<file path="src/hwr_pkg.sv">
package hwr_pkg;
  // register byte addresses on the bus
  localparam logic [7:0] HWR_CTRL_ADDR = 8'h00;
  localparam logic [7:0] HWR_STAT_ADDR = 8'h04;
  localparam logic [7:0] HWR_WAKE_ADDR = 8'h08;
  // control register fields
  localparam int HWR_CTRL_CLKSEL_LO = 0;
  localparam int HWR_CTRL_RTC_SYS = 2;
  localparam int HWR_CTRL_WDT_EN = 3;
  localparam int HWR_CTRL_LCD_EN = 4;
  localparam logic [4:0] HWR_CTRL_RST = 5'h18;
  localparam logic [7:0] HWR_WAKE_RST = 8'h00;
  // watchdog clock source encodings
  localparam logic [1:0] HWR_WSRC_WDTOSC = 2'h0;
  localparam logic [1:0] HWR_WSRC_RTC = 2'h1;
  localparam logic [1:0] HWR_WSRC_INSTR = 2'h2;
  localparam logic [10:0] HWR_PC_RESET = 11'h000;
  // start-up delay
  localparam int HWR_SST_CYCLES = 1024;
  localparam int HWR_SST_W = 11;
  localparam logic [1:0] HWR_HTRANS_NONSEQ = 2'h2;

  typedef enum logic [2:0] {
    HWR_CAUSE_NONE, HWR_CAUSE_POWERUP, HWR_CAUSE_EXT_RUN,
    HWR_CAUSE_EXT_HALT, HWR_CAUSE_WDT_RUN, HWR_CAUSE_WDT_HALT,
    HWR_CAUSE_PORT, HWR_CAUSE_IRQ
  } hwr_cause_t;

  // requests from the core
  typedef struct packed {
    logic halt;
    logic wdt_clear;
  } hwr_core_req_t;

  // reset actions toward the rest of the chip
  typedef struct packed {
    logic full_reset;
    logic warm_reset;
    logic wdt_restart;
  } hwr_rst_out_t;
endpackage : hwr_pkg

</file>
<file path="src/hwr_ctrl.sv">
`timescale 1ns/1ns
`default_nettype none
module hwr_ctrl #(
  parameter int PORT_W = 8,
  parameter int IRQ_W = 5
) (
  // clock and reset
  input wire logic clk,
  input wire logic sys_rst,
  // ahb-lite slave
  input wire logic hsel,
  input wire logic [7:0] haddr,
  input wire logic [1:0] htrans,
  input wire logic hwrite,
  input wire logic [2:0] hsize,
  input wire logic [31:0] hwdata,
  input wire logic hready,
  output logic [31:0] hrdata,
  output logic hreadyout,
  output logic hresp,
  // core side
  input wire hwr_pkg::hwr_core_req_t core_req,
  input wire logic stack_full,
  output logic core_stall,
  output logic resume_next,
  output logic resume_vector,
  // wake sources
  input wire logic external_reset_pin_n,
  input wire logic wdt_overflow,
  input wire logic [PORT_W-1:0] port_a_in,
  input wire logic [IRQ_W-1:0] irq_flags,
  input wire logic [IRQ_W-1:0] irq_enable,
  input wire logic irq_master_en,
  // clocks and resets out
  output logic sys_osc_run,
  output logic wdt_osc_run,
  output logic lcd_run,
  output logic hold_state,
  output hwr_pkg::hwr_rst_out_t rst_out,
  output logic [10:0] pc_reset_value,
  output logic watchdog_timeout_flag,
  output logic power_down_flag
);
  import hwr_pkg::*;

  typedef enum logic [1:0] {
    HWR_ST_POWERUP, HWR_ST_RUN, HWR_ST_HALT, HWR_ST_WAKE
  } hwr_state_t;

  hwr_state_t state_q;
  logic [4:0] ctrl_q;
  logic [PORT_W-1:0] wake_mask_q;
  logic [PORT_W-1:0] port_prev_q;
  logic [IRQ_W-1:0] irq_arm_q;
  logic watchdog_timeout_flag_q, power_down_flag_q;
  logic resume_vec_q;
  hwr_cause_t cause_q;
  logic [1:0] wsrc;
  logic rtc_sys, osc_restart, osc_run_q;
  logic ext_rst, port_wake, irq_wake, halt_wdt, any_wake, wdt_run_rst;
  logic sst_start, sst_busy, sst_done;
  logic wr_pend_q;
  logic [7:0] wr_addr_q;
  logic rd_fire;

  assign wsrc = ctrl_q[HWR_CTRL_CLKSEL_LO +: 2];
  assign rtc_sys = ctrl_q[HWR_CTRL_RTC_SYS];
  assign ext_rst = !external_reset_pin_n;
  // port a wake only on falling edges of enabled pins
  assign port_wake = |(port_prev_q & ~port_a_in & wake_mask_q);
  // flags pending at halt entry are disarmed
  assign irq_wake = |(irq_flags & irq_arm_q);
  assign halt_wdt = wdt_overflow && ctrl_q[HWR_CTRL_WDT_EN] &&
                    (wsrc != HWR_WSRC_INSTR);
  assign any_wake = (state_q == HWR_ST_HALT) &&
                    (ext_rst || port_wake || irq_wake || halt_wdt);
  assign wdt_run_rst = (state_q == HWR_ST_RUN) && wdt_overflow &&
                       ctrl_q[HWR_CTRL_WDT_EN];
  assign sst_start = any_wake || (state_q == HWR_ST_POWERUP && !osc_run_q);
  assign osc_restart = (state_q != HWR_ST_HALT) || rtc_sys;

  hwr_sst u_sst (
    .clk(clk),
    .sys_rst(sys_rst),
    .start(sst_start),
    .osc_run(osc_run_q),
    .busy(sst_busy),
    .done(sst_done)
  );

  // sequencer state
  always_ff @(posedge clk) begin
    if (sys_rst) begin
      state_q <= HWR_ST_POWERUP;
    end else begin
      case (state_q)
        HWR_ST_POWERUP: if (sst_done) state_q <= HWR_ST_RUN;
        HWR_ST_RUN: if (core_req.halt && !ext_rst && !wdt_run_rst)
          state_q <= HWR_ST_HALT;
        HWR_ST_HALT: if (any_wake) state_q <= HWR_ST_WAKE;
        HWR_ST_WAKE: if (sst_done) state_q <= HWR_ST_RUN;
        default: state_q <= HWR_ST_POWERUP;
      endcase
    end
  end

  // oscillator running; restarts once wake begins
  always_ff @(posedge clk) begin
    if (sys_rst) begin
      osc_run_q <= 1'b0;
    end else begin
      osc_run_q <= osc_restart || any_wake;
    end
  end

  // halt entry arms only interrupts not already pending
  always_ff @(posedge clk) begin
    if (sys_rst) begin
      irq_arm_q <= '0;
      port_prev_q <= '1;
    end else begin
      port_prev_q <= port_a_in;
      if (state_q == HWR_ST_RUN && core_req.halt) begin
        irq_arm_q <= ~irq_flags;
      end else if (state_q != HWR_ST_HALT) begin
        irq_arm_q <= '0;
      end
    end
  end

  // reset-cause flags
  always_ff @(posedge clk) begin
    if (sys_rst) begin
      watchdog_timeout_flag_q <= 1'b0;
      power_down_flag_q <= 1'b0;
    end else if (state_q == HWR_ST_RUN && core_req.halt && !ext_rst &&
                 !wdt_run_rst) begin
      power_down_flag_q <= 1'b1;
      watchdog_timeout_flag_q <= 1'b0;
    end else if (state_q == HWR_ST_HALT && ext_rst) begin
      watchdog_timeout_flag_q <= 1'b0;
      power_down_flag_q <= 1'b1;
    end else if (wdt_run_rst || (state_q == HWR_ST_HALT && halt_wdt)) begin
      watchdog_timeout_flag_q <= 1'b1;
    end else if (core_req.wdt_clear && state_q == HWR_ST_RUN) begin
      power_down_flag_q <= 1'b0;
    end
  end

  // cause and interrupt vectoring decision
  always_ff @(posedge clk) begin
    if (sys_rst) begin
      cause_q <= HWR_CAUSE_POWERUP;
      resume_vec_q <= 1'b0;
    end else if (any_wake) begin
      resume_vec_q <= 1'b0;
      if (ext_rst) begin
        cause_q <= HWR_CAUSE_EXT_HALT;
      end else if (halt_wdt) begin
        cause_q <= HWR_CAUSE_WDT_HALT;
      end else if (irq_wake) begin
        cause_q <= HWR_CAUSE_IRQ;
        resume_vec_q <= irq_master_en && !stack_full &&
                        |(irq_flags & irq_arm_q & irq_enable);
      end else begin
        cause_q <= HWR_CAUSE_PORT;
      end
    end else if (state_q == HWR_ST_RUN && ext_rst) begin
      cause_q <= HWR_CAUSE_EXT_RUN;
    end else if (wdt_run_rst) begin
      cause_q <= HWR_CAUSE_WDT_RUN;
    end
  end

  // reset actions, one cycle
  always_ff @(posedge clk) begin
    if (sys_rst) begin
      rst_out <= '0;
    end else begin
      rst_out.full_reset <= ((state_q == HWR_ST_RUN) &&
                             (ext_rst || wdt_run_rst)) ||
                            (any_wake && ext_rst);
      rst_out.warm_reset <= any_wake && halt_wdt && !ext_rst;
      rst_out.wdt_restart <= (state_q == HWR_ST_RUN && core_req.halt &&
                              wsrc != HWR_WSRC_INSTR) ||
                             (core_req.wdt_clear && state_q == HWR_ST_RUN);
    end
  end

  assign core_stall = (state_q != HWR_ST_RUN) || sst_busy;
  assign resume_next = sst_done && state_q == HWR_ST_WAKE &&
                       !resume_vec_q;
  assign resume_vector = sst_done && state_q == HWR_ST_WAKE &&
                         resume_vec_q;
  assign sys_osc_run = osc_run_q;
  assign wdt_osc_run = (state_q != HWR_ST_HALT) ||
                       (wsrc != HWR_WSRC_INSTR);
  assign lcd_run = ctrl_q[HWR_CTRL_LCD_EN] && ((state_q != HWR_ST_HALT) ||
                   (wsrc != HWR_WSRC_INSTR));
  assign hold_state = state_q == HWR_ST_HALT;
  assign pc_reset_value = HWR_PC_RESET;
  assign watchdog_timeout_flag = watchdog_timeout_flag_q;
  assign power_down_flag = power_down_flag_q;

  // ahb-lite: zero wait states, always okay
  assign hreadyout = 1'b1;
  assign hresp = 1'b0;
  assign rd_fire = hsel && hready && htrans == HWR_HTRANS_NONSEQ && !hwrite;

  always_ff @(posedge clk) begin
    if (sys_rst) begin
      wr_pend_q <= 1'b0;
      wr_addr_q <= '0;
    end else begin
      wr_pend_q <= hsel && hready && htrans == HWR_HTRANS_NONSEQ && hwrite;
      wr_addr_q <= haddr;
    end
  end

  always_ff @(posedge clk) begin
    if (sys_rst) begin
      ctrl_q <= HWR_CTRL_RST;
      wake_mask_q <= PORT_W'(HWR_WAKE_RST);
    end else if (wr_pend_q) begin
      if (wr_addr_q == HWR_CTRL_ADDR) begin
        ctrl_q <= hwdata[4:0];
      end else if (wr_addr_q == HWR_WAKE_ADDR) begin
        wake_mask_q <= hwdata[PORT_W-1:0];
      end
    end
  end

  // unmapped reads return zero
  always_ff @(posedge clk) begin
    if (sys_rst) begin
      hrdata <= '0;
    end else if (rd_fire) begin
      if (haddr == HWR_CTRL_ADDR) begin
        hrdata <= {27'h0, ctrl_q};
      end else if (haddr == HWR_STAT_ADDR) begin
        hrdata <= {24'h0, 1'b0, cause_q, state_q,
                   watchdog_timeout_flag_q, power_down_flag_q};
      end else if (haddr == HWR_WAKE_ADDR) begin
        hrdata <= {{(32-PORT_W){1'b0}}, wake_mask_q};
      end else begin
        hrdata <= '0;
      end
    end
  end

  // cycles spent in wake, counted apart from the start-up timer itself
  localparam logic [HWR_SST_W-1:0] WAKE_LAST = HWR_SST_W'(HWR_SST_CYCLES - 1);
  logic [HWR_SST_W-1:0] wake_cyc_q;
  always_ff @(posedge clk) begin
    if (sys_rst) begin
      wake_cyc_q <= '0;
    end else if (state_q == HWR_ST_WAKE) begin
      wake_cyc_q <= wake_cyc_q + 1'b1;
    end else begin
      wake_cyc_q <= '0;
    end
  end

  // checks watch the sequencer from its ports, state and internal registers
  chk_halt_flags: assert property (@(posedge clk) disable iff (sys_rst)
    (state_q == HWR_ST_RUN && core_req.halt && !ext_rst && !wdt_run_rst)
    |=> (power_down_flag_q && !watchdog_timeout_flag_q))
    else $error("halt entry flags wrong");
  chk_wdt_to: assert property (@(posedge clk) disable iff (sys_rst)
    wdt_run_rst |=> watchdog_timeout_flag_q)
    else $error("timeout flag not set");
  chk_clr_pdf: assert property (@(posedge clk) disable iff (sys_rst)
    (state_q == HWR_ST_RUN && core_req.wdt_clear && !core_req.halt &&
     !ext_rst && !wdt_run_rst) |=> !power_down_flag_q)
    else $error("power-down flag not cleared");
  chk_warm_reset: assert property (@(posedge clk) disable iff (sys_rst)
    (any_wake && halt_wdt && !ext_rst) |=>
    (rst_out.warm_reset && !rst_out.full_reset &&
     watchdog_timeout_flag_q && power_down_flag_q))
    else $error("watchdog wake not warm");
  chk_ext_halt: assert property (@(posedge clk) disable iff (sys_rst)
    (any_wake && ext_rst) |=> (rst_out.full_reset &&
     !watchdog_timeout_flag_q && power_down_flag_q))
    else $error("reset wake flags wrong");
  chk_wake_stall: assert property (@(posedge clk) disable iff (sys_rst)
    any_wake |=> core_stall [*8])
    else $error("core resumed too early");
  chk_halt_osc: assert property (@(posedge clk) disable iff (sys_rst)
    (state_q == HWR_ST_HALT && !rtc_sys && !any_wake) |=> !sys_osc_run)
    else $error("oscillator not stopped");
  // a falling edge on a masked pin alone must leave the core halted
  chk_mask_wake: assert property (@(posedge clk) disable iff (sys_rst)
    (state_q == HWR_ST_HALT && !ext_rst && !halt_wdt && !irq_wake &&
     (port_prev_q & ~port_a_in & wake_mask_q) == '0) |=>
    (state_q == HWR_ST_HALT))
    else $error("masked pin woke the core");
  chk_port_wake: assert property (@(posedge clk) disable iff (sys_rst)
    (state_q == HWR_ST_HALT && |(port_prev_q & ~port_a_in & wake_mask_q))
    |=> (state_q == HWR_ST_WAKE && core_stall))
    else $error("enabled pin did not wake");
  chk_pend_arm: assert property (@(posedge clk) disable iff (sys_rst)
    (state_q == HWR_ST_RUN && core_req.halt) |=>
    ((irq_arm_q & $past(irq_flags)) == '0))
    else $error("pending interrupt left armed");
  chk_wdt_rearm: assert property (@(posedge clk) disable iff (sys_rst)
    (state_q == HWR_ST_RUN && core_req.halt && wsrc != HWR_WSRC_INSTR)
    |=> rst_out.wdt_restart)
    else $error("watchdog not restarted at halt");
  chk_wake_len: assert property (@(posedge clk) disable iff (sys_rst)
    (resume_next || resume_vector) |->
    (wake_cyc_q == WAKE_LAST))
    else $error("start-up wait length wrong");
  chk_run_reset: assert property (@(posedge clk) disable iff (sys_rst)
    (state_q == HWR_ST_RUN && ext_rst) |=> rst_out.full_reset)
    else $error("no chip reset");
  cov_port_wake: cover property (@(posedge clk) any_wake && port_wake);
  cov_irq_vec: cover property (@(posedge clk) resume_vector);
  cov_wdt_wake: cover property (@(posedge clk) rst_out.warm_reset);
  cov_resume: cover property (@(posedge clk) resume_next);
  cov_ext_halt: cover property (@(posedge clk) any_wake && ext_rst);
endmodule : hwr_ctrl
`default_nettype wire

</file>
<file path="src/hwr_sst.sv">
`timescale 1ns/1ns
`default_nettype none
module hwr_sst #(
  parameter int CYCLES = hwr_pkg::HWR_SST_CYCLES,
  parameter int W = hwr_pkg::HWR_SST_W
) (
  // clock and reset
  input wire logic clk,
  input wire logic sys_rst,
  // control
  input wire logic start,
  input wire logic osc_run,
  output logic busy,
  output logic done
);
  import hwr_pkg::*;
  logic [W-1:0] cnt_q;
  logic busy_q;
  localparam logic [W-1:0] LAST = W'(CYCLES - 1);

  // counts only while the oscillator runs, so a stopped clock adds no credit
  always_ff @(posedge clk) begin
    if (sys_rst) begin
      busy_q <= 1'b0;
      cnt_q <= '0;
    end else if (start) begin
      busy_q <= 1'b1;
      cnt_q <= '0;
    end else if (busy_q && osc_run) begin
      if (cnt_q == LAST) begin
        busy_q <= 1'b0;
      end
      cnt_q <= cnt_q + 1'b1;
    end
  end

  assign busy = busy_q || start;
  assign done = busy_q && osc_run && (cnt_q == LAST);
endmodule : hwr_sst
`default_nettype wire

</file>
<file path="config.mk">
export PLATFORM = sky130hd
export DESIGN_NAME = hwr_ctrl
export DESIGN_NICKNAME = d
export VERILOG_FILES = /design/src/hwr_pkg.sv /design/src/hwr_ctrl.sv /design/src/hwr_sst.sv
export SDC_FILE = /design/constraint.sdc
export NUM_CORES = 1
export LEC_CHECK = 0
export ABC_AREA = 1
export BUFFER_PORTS_ARGS = -buffer_cell sky130_fd_sc_hd__buf_2
export CORE_AREA = 2 2 98 77
export DETAILED_ROUTE_END_ITERATION = 10
export DIE_AREA = 0 0 100 79
export GPL_ROUTABILITY_DRIVEN = 0
export PLACE_DENSITY = 0.79
export SYNTH_ARGS = -nofsm -noshare
export SYNTH_HDL_FRONTEND = slang
export SYNTH_SLANG_ARGS = --single-unit
</file>
<file path="constraint.sdc">
create_clock -name clk -period 2 [get_ports clk]
set_input_delay 0 -clock clk [delete_from_list [all_inputs] [get_ports clk]]
set_output_delay 0 -clock clk [all_outputs]
set_load 0.005 [all_outputs]
</file>
==> metrics.yaml <==
finalHoldViolations: 0
num_rows: 27
grt_overflow: 0
regArea_um2: 1340
postCtsSetupBuffers: 0
p_switching_mw: 1.02
slew_headroom_pct: 57.5
skew_ns: 0.00922
hp-class: "input port to flip-flop"
synth_warnings: 0
synth.most_common_cell: "nand2_1"
clockRootBuffer: "clkbuf_8"
clk-insertion-delay-late_ns: 0.35
dieHeight_um: 79
antenna_found_initial: 0
post-route-util_pct: 58.4
synth.avg_cell_area_um2: 7.35
setup_viol: 0
rsz0062_at_grt: "false"
syn_inst: 449
portBuffers: 66
ios: 131
nFillCells: 645
synth_cell_types: 38
antennaDiodeCount: 0
cp-start-kind: "flip-flop"
tightest_slew_ns: 0.637
die_width_um: 100
total_power_mw: 3.24
outcome: "finished clean"
critPathArrivalTime_ns: 1.81
first_pass_iters: 4
min_period_over_period_pct: 90.4
grt_max_degree: 33
finalNetCount: 631
end_kind: "output pin"
cts_tree: "done"
path_cells: "ha_1, nand2_1, nor2_1, nand4_1, nor2_1, nand3_2, nor3b_2, buf_2"
core_um2: 7030
drcViolationCount: 0
grt_pass1_vias: 2879
multi_input_area_um2: 1540
critPathMaxFanout: 3
wl_met1_mm: 3.33
fin_hold_ws_ns: 0.0104
maxCapViolations: 0
pre_cts_slack_ns: 0.338
dp_hpwl_mm: 5.47
synth_area_leaders: "dfxtp_1 41%, nand2_1 9.2%, buf_4 8.6%"
drt_iter0_drc: 140
wl_met3_um: 535
drive_gt1_share_pct: 21.2
syn_area_um2: 3300
synthTopCellsByCount: "81 x nand2_1, 67 x dfxtp_1, 52 x inv_1"
synth_flop_cell: "dfxtp_1"
top_layer: "met4"
p_per_area_nw_per_um2: 789
slew_violations: 0
worstSetupPathType: "flip-flop to output pin"
min_period_ns: 1.81
pwr-share-comb_pct: 22.4
seqPwrFrac_pct: 46.2
cp.required_ns: 2.00
routed_wl_mm: 7.68
worst_path_largest_cell_delay_ns: 0.38
track_usage_pct: 19.9
switching_share_pct: 31.4
ys_ff_latch: 67
intPower_mw: 2.22
clock-sinks: 67
fin_ws_ns: 0.192
async_reset_ff_share_pct: 0
ant_nets: 0
dieArea_um2: 7900
start_util_pct: 47.0
yosysTopAreaCellShare_pct: 40.6
grt_pass1_wl_mm: 12.6
vdd_drop_max_v: 0.000491
leakagePower_nw: 1.97
cts_buffers: 9
viasPerCell: 4.88
yosys.area.top_type: "dfxtp_1"
yosysSeqAreaShare_pct: 40.6
path_common_cell: "nor2_1"
slowest_stage: "dfxtp_1"
area_growth_pct: 24.3
clk_pin_slew_ns: 0.07
clock_power_share_pct: 31.4
path_buf_inv: 1
fin_setup_tns_ns: 0
htreeDepth: 3
synth_edf_count: 0
cpLargestDelayFamily: "simple AND/OR/NAND/NOR gates"
max_clock_freq_ghz: 0.553
cts.path.max_buffers: 2
dr_wl_met2_mm: 3.67
route.vias.total: 3137
wire_per_inst_um: 11.9
## through the flow
step,instance area [um^2],instances
floorplan,3430,484
detailed placement,3570,593
global placement,3570,593
global route,4110,643
finish,4110,643
CTS,4090,643
## power groups by stage
stage	Clock (mW)	Sequential [mW]	Combinational, mW
after floorplan	0	1.51	0.533
after global placement	0	1.52	0.640
after detailed placement	0	1.52	0.665
after CTS	1.04	1.49	0.723
after global routing	1.10	1.50	0.832
final	1.02	1.50	0.727
## cell families (layout without fill, tap and decap cells)
kind of cell | count (synthesis) | count (layout) | share of synthesized area (%)
AO/OA/AOI/OAI | 68 | 68 | 11.6
XOR/XNOR | 4 | 4 | 1.06
adder cells (fa/ha/maj) | 6 | 6 | 2.27
buffers and inverters | 112 | 184 | 17.3
flip-flops | 67 | 67 | 40.6
other | 2 | 37 | 0.227
AND/OR/NAND/NOR | 190 | 190 | 26.9
## worst reg2reg max path, delay by kind of cell, from the launching register on
family | cells | cell delay [ns]
AOI/OAI and AO/OA | 2 | 0.43
DFF | 1 | 0.30
and+or+nand+nor | 2 | 1.00
## layer usage
metal,vias to the layer above,track usage (%)
li1,1573,-
met1,1431,24.1
met2,119,33.9
met3,14,5.63
met4,0,6.85
met5,-,0
## path summary, 6_finish.rpt
| check | from | end | slack [ns] | depth (start not counted) |
|---|---|---|---|---|
| max | u_sst.cnt_q[0] | resume_vector | 0.19 | 8 |
| min | external_reset_pin_n | rst_out[1] | 0.01 | 3 |
| max reg2reg | wr_addr_q[1] | wake_mask_q[1] | 0.20 | 4 |
| min reg2reg | hrdata[6] | hrdata[6] | 0.47 | 2 |
## flip-flops by register name (all words and copies together) (netlist names), 5 cells and up
register     cells
port_prev_q      8
irq_arm_q        5
ctrl_q           5
u_sst.cnt_q     11
wr_addr_q        8
wake_mask_q      8
hrdata           8
## layout by cell type, fill, tap and decap left out, drive strengths merged, types with 2 or more instances in the layout
master and n:
a21oi 31, a31oi 5, buf 70, clkbuf 11, clkinv 6, conb 37, dfxtp 67, dlygate4sd3 34
ha 6, inv 62, nand2 84, nand3 34, nand4 12, nor2 41, nor3 8, nor3b 4
nor4 2, o211ai 4, o21ai 25, or2 3, xor2 4
## final cells by class
type	count	area share, %
multi-input cells	305	37.4
flip-flops and latches	67	32.7
repair buffers	104	17.1
inverters	64	5.85
clock buffers	11	3.69
well taps	87	2.65
clock inverters	5	0.671
## what timing repair did
| action | 4_1_cts | 5_1_grt |
|---|---|---|
| endpoints found under the setup margin | 0 | 2 |
| hold buffers | 34 | 0 |
| gates resized for setup | 0 | 3 |
| endpoints found under the hold margin | 37 | 0 |
Power figures use the tool's default switching activity.
